[config.mk]
export PLATFORM = sky130hd
export DESIGN_NAME = oass_top
export DESIGN_NICKNAME = d
export VERILOG_FILES = /design/src/rtl/oass_pkg.sv /design/src/rtl/oass_size_sel.sv /design/src/rtl/oass_top.sv
export SDC_FILE = /design/constraint.sdc
export NUM_CORES = 1
export LEC_CHECK = 0
export BUFFER_PORTS_ARGS = -buffer_cell sky130_fd_sc_hd__buf_2
export CAP_MARGIN = 10
export CORE_MARGIN = 2
export CORE_UTILIZATION = 30
export CTS_BUF_LIST = sky130_fd_sc_hd__clkbuf_8
export CTS_CLUSTER_SIZE = 24
export DETAILED_ROUTE_END_ITERATION = 16
export SLEW_MARGIN = 10
export SYNTH_ARGS = -nofsm -noshare
export SYNTH_HDL_FRONTEND = slang
export SYNTH_HIERARCHICAL = 1
export SYNTH_SLANG_ARGS = --single-unit
[constraint.sdc]
create_clock -name CLOCK_I -period 4 [get_ports CLOCK_I]
set_input_delay 0.4 -clock CLOCK_I [delete_from_list [all_inputs] [get_ports CLOCK_I]]
set_output_delay 0.4 -clock CLOCK_I [all_outputs]
set_load 0.005 [all_outputs]
[src/rtl/oass_pkg.sv]
// constants, carriers and shared decode for the operand/address size select
// assumes a single core clock and a synchronous active-low core reset
`default_nettype none
package oass_pkg;

  // register byte offsets on the AXI4-Lite slave
  localparam logic [7:0]  ADDR_CTRL      = 8'h00;
  localparam logic [7:0]  ADDR_STATUS    = 8'h04;
  localparam logic [7:0]  ADDR_ICOUNT    = 8'h08;

  // control register field positions
  localparam int          CTRL_CODE_D    = 0;
  localparam int          CTRL_STACK_B   = 1;
  localparam int          CTRL_MODE      = 2;
  localparam int          CTRL_DATA_B    = 4;
  localparam logic [31:0] CTRL_RST       = 32'h0000_0000;
  localparam logic [31:0] CTRL_WMASK     = 32'h0000_001F;
  localparam logic [31:0] ICOUNT_RST     = 32'h0000_0000;

  localparam logic [7:0]  PFX_OPSIZE     = 8'h66;
  localparam logic [7:0]  PFX_ADSIZE     = 8'h67;

  localparam logic [31:0] OFS_MASK_16    = 32'h0000_FFFF;
  localparam logic [31:0] OFS_MASK_32    = 32'hFFFF_FFFF;

  localparam logic [1:0]  RESP_OKAY      = 2'h0;
  localparam logic [1:0]  RESP_SLVERR    = 2'h2;

  typedef enum logic [1:0] {
    MODE_PROT,
    MODE_REAL,
    MODE_V86,
    MODE_RSVD
  } oass_mode_t;

  typedef enum logic {
    DEC_IDLE,
    DEC_PREFIX
  } oass_dec_t;

  // sizes decided for one instruction
  typedef struct packed {
    logic        op32;
    logic        adr32;
    logic        stk32;
    logic        frame32;
    logic [31:0] ofs_mask;
  } oass_sizes_t;

  typedef struct packed {
    logic        valid;
    oass_sizes_t sz;
  } oass_sel_st_t;

  typedef struct packed {
    logic        awready;
    logic        wready;
    logic        aw_got;
    logic        w_got;
    logic [7:0]  awaddr;
    logic [31:0] wdata;
    logic [3:0]  wstrb;
    logic        bvalid;
    logic [1:0]  bresp;
    logic        arready;
    logic        rvalid;
    logic [1:0]  rresp;
    logic [31:0] rdata;
    logic [31:0] ctrl;
    logic [31:0] icount;
    oass_dec_t   dec;
    logic        op_pfx;
    logic        adr_pfx;
    logic        op_ovr;
    logic        adr_ovr;
    logic        start;
    logic        gate;
    logic        gate32;
    logic [31:0] ed_limit;
  } oass_top_st_t;

  // segment default width: descriptor flag only counts in protected mode
  function automatic logic default_wide(input oass_mode_t mode,
                                        input logic       flag);
    return (mode == MODE_PROT) && flag;
  endfunction

endpackage
`default_nettype wire

[src/rtl/oass_size_sel.sv]
// per-instruction size resolver: registers the sizes of one instruction
// assumes start is a one-cycle pulse on the opcode byte, same clock
`timescale 1ns/1ps
`default_nettype none
module oass_size_sel (
  input  wire logic               clk_i,
  input  wire logic               rst_n_i,
  input  wire logic               start_i,
  input  wire oass_pkg::oass_mode_t mode_i,
  input  wire logic               code_d_i,
  input  wire logic               stack_b_i,
  input  wire logic               op_pfx_i,
  input  wire logic               adr_pfx_i,
  input  wire logic               gate_i,
  input  wire logic               gate32_i,
  output logic                    valid_o,
  output oass_pkg::oass_sizes_t   sizes_o
);

  oass_pkg::oass_sel_st_t st_reg;
  oass_pkg::oass_sel_st_t st_next;

  always_comb begin
    logic dflt;
    logic stk;
    dflt    = oass_pkg::default_wide(mode_i, code_d_i);
    stk     = oass_pkg::default_wide(mode_i, stack_b_i);
    st_next = st_reg;
    st_next.valid = start_i;
    if (start_i) begin
      // operand and address width are each the default turned round by its own prefix
      st_next.sz.op32  = dflt ^ op_pfx_i;
      st_next.sz.adr32 = dflt ^ adr_pfx_i;
      st_next.sz.stk32 = stk;
      st_next.sz.frame32 = st_next.sz.op32;
      if (gate_i) begin
        // a gate fixes the transfer width, prefixes do not reach it
        st_next.sz.op32    = gate32_i;
        st_next.sz.stk32   = gate32_i;
        st_next.sz.frame32 = gate32_i;
      end
      st_next.sz.ofs_mask = st_next.sz.adr32 ? oass_pkg::OFS_MASK_32
                                             : oass_pkg::OFS_MASK_16;
    end
  end

  always_ff @(posedge clk_i) begin
    if (!rst_n_i) begin
      st_reg <= '0;
    end else begin
      st_reg <= st_next;
    end
  end

  assign valid_o = st_reg.valid;
  assign sizes_o = st_reg.sz;

endmodule
`default_nettype wire

[src/rtl/oass_top.sv]
// operand/address size select with an AXI4-Lite control slave
// assumes the instruction byte stream comes from fetch logic on CLOCK_I
//
// Operation
// - code segment flag set gives 32-bit default operand and address size
// - real-address and virtual-8086 modes default both sizes to 16 bits
// - operand-size prefix inverts the default operand size
// - address-size prefix inverts the default address size, independently
// - a prefix override lasts for the following instruction only
// - both prefixes work in protected, real and virtual-8086 modes
// - operand and address size derived separately; all four combinations
// - stack flag picks wide or narrow stack pointer for implicit references
// - explicit stack data accesses use the instruction's address size
// - data segment width flag sets expand-down upper address bound
// - gate type sets operand, stack pointer and return frame width
// - 16-bit addressing reaches only the first 64 KBytes of a segment
// - selected width sets operand, result and address calculation width
//
// Decided for this implementation: register access over AXI4-Lite and the address map.
`timescale 1ns/1ps
`default_nettype none
module oass_top (
  input  wire logic        CLOCK_I,
  input  wire logic        RST_N_I,
  input  wire logic [7:0]  S_AXI_AWADDR_I,
  input  wire logic        S_AXI_AWVALID_I,
  output logic             S_AXI_AWREADY_O,
  input  wire logic [31:0] S_AXI_WDATA_I,
  input  wire logic [3:0]  S_AXI_WSTRB_I,
  input  wire logic        S_AXI_WVALID_I,
  output logic             S_AXI_WREADY_O,
  output logic [1:0]       S_AXI_BRESP_O,
  output logic             S_AXI_BVALID_O,
  input  wire logic        S_AXI_BREADY_I,
  input  wire logic [7:0]  S_AXI_ARADDR_I,
  input  wire logic        S_AXI_ARVALID_I,
  output logic             S_AXI_ARREADY_O,
  output logic [31:0]      S_AXI_RDATA_O,
  output logic [1:0]       S_AXI_RRESP_O,
  output logic             S_AXI_RVALID_O,
  input  wire logic        S_AXI_RREADY_I,
  input  wire logic        INSN_BYTE_VALID_I,
  input  wire logic [7:0]  INSN_BYTE_I,
  input  wire logic        GATE_XFER_I,
  input  wire logic        GATE_32_I,
  output logic             SIZE_VALID_O,
  output logic             OPERAND_32_O,
  output logic             ADDRESS_32_O,
  output logic             WIDE_STACK_POINTER_O,
  output logic             FRAME_32_O,
  output logic [31:0]      OFFSET_MASK_O,
  output logic [31:0]      EXPDOWN_LIMIT_O
);

  oass_pkg::oass_top_st_t st_reg;
  oass_pkg::oass_top_st_t st_next;
  oass_pkg::oass_sizes_t  sizes;
  logic                   sizes_valid;
  oass_pkg::oass_mode_t   mode;
  logic                   code_d;
  logic                   stack_b;
  logic                   data_b;
  logic                   dflt32;

  // any prefix byte keeps the instruction open; only 66/67 change sizes
  function automatic logic is_prefix(input logic [7:0] b);
    case (b)
      8'h26, 8'h2E, 8'h36, 8'h3E, 8'h64, 8'h65,
      8'hF0, 8'hF2, 8'hF3, oass_pkg::PFX_OPSIZE,
      oass_pkg::PFX_ADSIZE: is_prefix = 1'b1;
      default: is_prefix = 1'b0;
    endcase
  endfunction

  function automatic logic [31:0] merge_lanes(input logic [31:0] old,
                                              input logic [31:0] nw,
                                              input logic [3:0]  strb);
    logic [31:0] r;
    r = old;
    for (int i = 0; i < 4; i++) begin
      if (strb[i]) begin
        r[i*8 +: 8] = nw[i*8 +: 8];
      end
    end
    return r;
  endfunction

  assign mode    = oass_pkg::oass_mode_t'(
                     st_reg.ctrl[oass_pkg::CTRL_MODE +: 2]);
  assign code_d  = st_reg.ctrl[oass_pkg::CTRL_CODE_D];
  assign stack_b = st_reg.ctrl[oass_pkg::CTRL_STACK_B];
  assign data_b  = st_reg.ctrl[oass_pkg::CTRL_DATA_B];
  assign dflt32  = oass_pkg::default_wide(mode, code_d);

  always_comb begin
    st_next       = st_reg;
    st_next.start = 1'b0;

    // write address and data are caught in either order
    if (S_AXI_AWVALID_I && st_reg.awready) begin
      st_next.aw_got = 1'b1;
      st_next.awaddr = S_AXI_AWADDR_I;
    end
    if (S_AXI_WVALID_I && st_reg.wready) begin
      st_next.w_got = 1'b1;
      st_next.wdata = S_AXI_WDATA_I;
      st_next.wstrb = S_AXI_WSTRB_I;
    end
    if (st_reg.bvalid && S_AXI_BREADY_I) begin
      st_next.bvalid = 1'b0;
    end
    if (st_reg.aw_got && st_reg.w_got && !st_reg.bvalid) begin
      st_next.aw_got = 1'b0;
      st_next.w_got  = 1'b0;
      st_next.bvalid = 1'b1;
      st_next.bresp  = oass_pkg::RESP_OKAY;
      case (st_reg.awaddr)
        oass_pkg::ADDR_CTRL: begin
          st_next.ctrl = merge_lanes(st_reg.ctrl, st_reg.wdata,
                                     st_reg.wstrb) & oass_pkg::CTRL_WMASK;
        end
        oass_pkg::ADDR_STATUS, oass_pkg::ADDR_ICOUNT: begin
          st_next.bresp = oass_pkg::RESP_OKAY;
        end
        default: begin
          st_next.bresp = oass_pkg::RESP_SLVERR;
        end
      endcase
    end
    // ready held low while a word waits or the response is pending
    st_next.awready = !st_next.aw_got && !st_next.bvalid;
    st_next.wready  = !st_next.w_got && !st_next.bvalid;

    if (st_reg.rvalid && S_AXI_RREADY_I) begin
      st_next.rvalid = 1'b0;
    end
    if (S_AXI_ARVALID_I && st_reg.arready) begin
      st_next.rvalid = 1'b1;
      st_next.rresp  = oass_pkg::RESP_OKAY;
      case (S_AXI_ARADDR_I)
        oass_pkg::ADDR_CTRL: begin
          st_next.rdata = st_reg.ctrl;
        end
        oass_pkg::ADDR_STATUS: begin
          st_next.rdata = {25'h0, st_reg.dec == oass_pkg::DEC_PREFIX,
                           dflt32, sizes.frame32, sizes.stk32,
                           sizes.adr32, sizes.op32, sizes_valid};
        end
        oass_pkg::ADDR_ICOUNT: begin
          st_next.rdata = st_reg.icount;
        end
        default: begin
          st_next.rdata = 32'h0000_0000;
          st_next.rresp = oass_pkg::RESP_SLVERR;
        end
      endcase
    end
    st_next.arready = !st_next.rvalid;

    // prefix tracking: repeats just set the same flag again
    if (INSN_BYTE_VALID_I) begin
      if (is_prefix(INSN_BYTE_I)) begin
        st_next.dec = oass_pkg::DEC_PREFIX;
        if (INSN_BYTE_I == oass_pkg::PFX_OPSIZE) begin
          st_next.op_pfx = 1'b1;
        end
        if (INSN_BYTE_I == oass_pkg::PFX_ADSIZE) begin
          st_next.adr_pfx = 1'b1;
        end
      end else begin
        // opcode byte closes the instruction; overrides end with it
        st_next.start   = 1'b1;
        st_next.gate    = GATE_XFER_I;
        st_next.gate32  = GATE_32_I;
        st_next.dec     = oass_pkg::DEC_IDLE;
        st_next.op_pfx  = 1'b0;
        st_next.op_ovr  = st_reg.op_pfx;
        st_next.adr_ovr = st_reg.adr_pfx;
        st_next.adr_pfx = 1'b0;
        st_next.icount  = st_reg.icount + 32'h0000_0001;
      end
    end

    // expand-down bound follows the data segment width flag
    st_next.ed_limit = data_b ? oass_pkg::OFS_MASK_32
                              : oass_pkg::OFS_MASK_16;
  end

  always_ff @(posedge CLOCK_I) begin
    if (!RST_N_I) begin
      st_reg        <= '0;
      st_reg.ctrl   <= oass_pkg::CTRL_RST;
      st_reg.icount <= oass_pkg::ICOUNT_RST;
      st_reg.dec    <= oass_pkg::DEC_IDLE;
    end else begin
      st_reg <= st_next;
    end
  end

  // overrides are caught with the opcode so its own prefixes still count
  logic op_pfx_q;
  logic adr_pfx_q;
  assign op_pfx_q  = st_reg.op_ovr;
  assign adr_pfx_q = st_reg.adr_ovr;

  oass_size_sel u_size_sel (
    .clk_i     (CLOCK_I),
    .rst_n_i   (RST_N_I),
    .start_i   (st_reg.start),
    .mode_i    (mode),
    .code_d_i  (code_d),
    .stack_b_i (stack_b),
    .op_pfx_i  (op_pfx_q),
    .adr_pfx_i (adr_pfx_q),
    .gate_i    (st_reg.gate),
    .gate32_i  (st_reg.gate32),
    .valid_o   (sizes_valid),
    .sizes_o   (sizes)
  );

  assign S_AXI_AWREADY_O      = st_reg.awready;
  assign S_AXI_WREADY_O       = st_reg.wready;
  assign S_AXI_BVALID_O       = st_reg.bvalid;
  assign S_AXI_BRESP_O        = st_reg.bresp;
  assign S_AXI_ARREADY_O      = st_reg.arready;
  assign S_AXI_RVALID_O       = st_reg.rvalid;
  assign S_AXI_RRESP_O        = st_reg.rresp;
  assign S_AXI_RDATA_O        = st_reg.rdata;
  assign SIZE_VALID_O         = sizes_valid;
  assign OPERAND_32_O         = sizes.op32;
  assign ADDRESS_32_O         = sizes.adr32;
  assign WIDE_STACK_POINTER_O = sizes.stk32;
  assign FRAME_32_O           = sizes.frame32;
  assign OFFSET_MASK_O        = sizes.ofs_mask;
  assign EXPDOWN_LIMIT_O      = st_reg.ed_limit;
endmodule
`default_nettype wire

==> results.cfg <==
[run_status]
outcome = completed

[worst_setup_path]
critPathRequiredTime_ps = 4300
critical-path-max-stage-delay_ps = 890
r2r_setup_slack_ps = 1570
crit_path_cell_trace = nand2_1, buf_4, and3b_1, and2_1, a22oi_1, nor2_1
cp.arrival_ps = 2730
path_max_fanout = 36
r2r_cells = 6
crit_path_start_kind = register
crit_family = simple AND/OR/NAND/NOR gates
worstReg2RegStart = S_AXI_ARREADY_O
worstSetupPathDepth = 6
cp_slowest_cell = and2_1
timing.rr.end = S_AXI_RDATA_O[11]
path_buf_inv = 1
crit_type = reg -> reg
endpoint_kind = register

[grt]
grt_pass1_wl_mm = 17.6
grt_max_degree = 48
grt_pass1_vias = 3494
antenna_found_initial = 1
grt-ovfl-total = 0
track_usage = 0.122

[drt]
via_per_inst = 4.63
detail_route.first_pass.iterations = 5
detail-route-antenna-nets = 0
drt-total-wl_mm = 11.3
drc = 0
vias = 4012
drt_first_iter_violations = 271
wl_per_cell_um = 13.1

[timing]
skew_ps = 9.68
fin_setup_tns_ps = 0
rsz0062_at_grt = false
worst_pin_slew_ps = 1070
setup_viol = 0
period_needed_ps = 2430
setup_ws_ps = 1570
fmax_mhz = 412
final-max-slew-violation-count = 0
slew_headroom = 0.285
timing.final.crit_share = 0.607
hold_violations = 0

[floorplan]
die_y_um = 135
dieArea_sq_mm = 0.0181
coreArea_sq_mm = 0.0166
io_pins = 180
start_util = 0.308
die_w_um = 135
num_rows = 47

[logic_synthesis]
synth_cell_type_count = 48
syn_area_sq_mm = 0.00512
synth_area_per_cell_sq_um = 8.49
ys_warn_count = 6
ys_ff_latch = 107
syn_inst = 603
synth_seq_area_share = 0.418

[final_layout]
multiInputGateArea_sq_mm = 0.00206
nNetsFinal = 712
largest_reg_flops = 55
nFillCells = 1744
syn_to_final_growth_pct = 7.31
drive_gt1_frac = 0.274
seq_area_sq_mm = 0.00214

[pwr]
vdd_drop_max_mv = 0.128
leakagePower_uw = 0.00231
p_per_area_mw_per_mm2 = 343

[cts]
cts.clk_slew.worst_paths_ps = 90
cts_sinks = 107
clk_latency_ps = 370
clk_path_buf_depth = 2
cts_tree = built
cts.repair.resized = 0
holdBufCountCts = 0
postCtsSetupBuffers = 0
clock_tree.root_cell = clkbuf_8
cts_buffers = 9
htree_levels = 3

[placement]
io_buffer_count = 147
place_ws_ps = 1410
gp_congestion = 0.740
dp_hpwl_mm = 8.07

[min_path]
whs_path_depth = 2
hold-path-endpoint = S_AXI_RRESP_O[1]
hold_class = in -> reg
hold_path.startpoint = S_AXI_ARVALID_I

[flow_run]
cap_violations = 0
## worst reg2reg max path, stage by stage, from the launching register on
cell	delay, ps
dfxtp_1	380
nand2_1	60
buf_4	260
and3b_1	450
and2_1	900
a22oi_1	170
nor2_1	150
## area by class of cell
type / count / share of cell area
antenna: 1 / 0.000456
clock buffer: 9 / 0.0226
clock inverter: 6 / 0.00934
inverter: 14 / 0.00979
multi-input combinational: 355 / 0.374
sequential: 107 / 0.390
tap: 220 / 0.0501
timing repair buffer: 154 / 0.144
## Yosys cell counts (all sizes together)
master | n | area, sq um
inv | 14 | 52.6
mux2i | 18 | 180
a21o | 1 | 7.51
nand4 | 9 | 77.6
a22oi | 32 | 240
nand2b | 7 | 43.8
o21ai | 27 | 135
o31ai | 7 | 57.6
nor4b | 3 | 32.5
nand3 | 16 | 80.1
and3 | 5 | 31.3
a31oi | 1 | 12.5
dfxtp | 107 | 2140
a311oi | 1 | 8.76
ha | 1 | 12.5
or3 | 17 | 106
or2 | 2 | 12.5
o21a | 2 | 15.0
a21oi | 54 | 274
nor3b | 1 | 18.8
nor2 | 62 | 233
clkbuf | 17 | 63.8
conb | 1 | 3.75
or4 | 6 | 45.0
buf | 111 | 808
nor4 | 5 | 31.3
and2 | 4 | 25.0
xor2 | 3 | 26.3
nand4b | 1 | 8.76
and3b | 1 | 8.76
nor3 | 5 | 36.3
nand2 | 49 | 184
nor2b | 2 | 12.5
xnor2 | 2 | 17.5
nand3b | 3 | 22.5
o211ai | 1 | 7.51
o311ai | 4 | 35.0
o31a | 1 | 8.76
## kinds of logic (layout without fill, tap and decap cells)
kind of cell / Yosys count / in the layout / synth area share
AND/OR/NAND/NOR: 198 / 198 / 0.197
buffers and inverters: 142 / 183 / 0.181
AO/OA/AOI/OAI: 131 / 131 / 0.157
flip-flops: 107 / 107 / 0.418
multiplexers: 18 / 18 / 0.0352
XOR/XNOR: 5 / 5 / 0.00856
adder cells (fa/ha/maj): 1 / 1 / 0.00244
other: 1 / 3 / 0.000733
## cell usage in the layout (no fill, tap or decap), types with 5 or more instances in the layout
master / count
o21ai_0: 22
o21ai_1: 5
dfxtp_1: 107
or3_1: 17
or4_1: 6
nand4_1: 7
o31ai_1: 6
buf_2: 147
nor2_1: 62
inv_1: 16
mux2i_1: 18
nor4_1: 5
buf_4: 7
clkbuf_8: 9
nand2b_1: 7
and3_1: 5
a22oi_1: 32
a21oi_1: 53
nand2_1: 49
nand3_1: 16
## where the power goes
part           internal, uW  total, uW  switching [uW]
Sequential             1090       1110            22.7
Clock                   278        624             346
Combinational          64.7        155            89.8
Total                  1430       1890             458
## metal layers
| metal | vias up | GRT usage | routed length (um) |
|---|---|---|---|
| li1 | 2069 | - | - |
| met1 | 1816 | 0.158 | 5180 |
| met2 | 116 | 0.197 | 5270 |
| met3 | 11 | 0.0285 | 714 |
| met4 | 0 | 0.0462 | 160 |
| met5 | - | 0 | 0 |
## per-stage QoR
| step | utilization | instance area (sq um) | instances | hold slack, ps | power (uW) |
|---|---|---|---|---|---|
| after global routing | 0.330 | 5490 | 865 | 231 | 1970 |
| after floorplan | - | 5120 | 604 | 428 | 1250 |
| final | 0.330 | 5490 | 866 | 245 | 1890 |
| after global placement | 0.319 | 5320 | 850 | 441 | 1290 |
| after CTS | 0.330 | 5490 | 865 | 222 | 1910 |
| after detailed placement | 0.319 | 5320 | 850 | 445 | 1290 |
## worst max path at each step
stage,from,endpoint,slack (ps)
floorplan,INSN_BYTE_I[0],adr_pfx_q,2230
global placement,S_AXI_ARVALID_I,S_AXI_RDATA_O[29],1410
detailed placement,S_AXI_ARADDR_I[1],S_AXI_RDATA_O[20],1410
CTS,S_AXI_ARREADY_O,S_AXI_RDATA_O[8],1560
global route,S_AXI_ARREADY_O,S_AXI_RDATA_O[20],1340
finish,S_AXI_ARREADY_O,S_AXI_RDATA_O[11],1570
No activity file was read; power rests on OpenSTA's default activity.
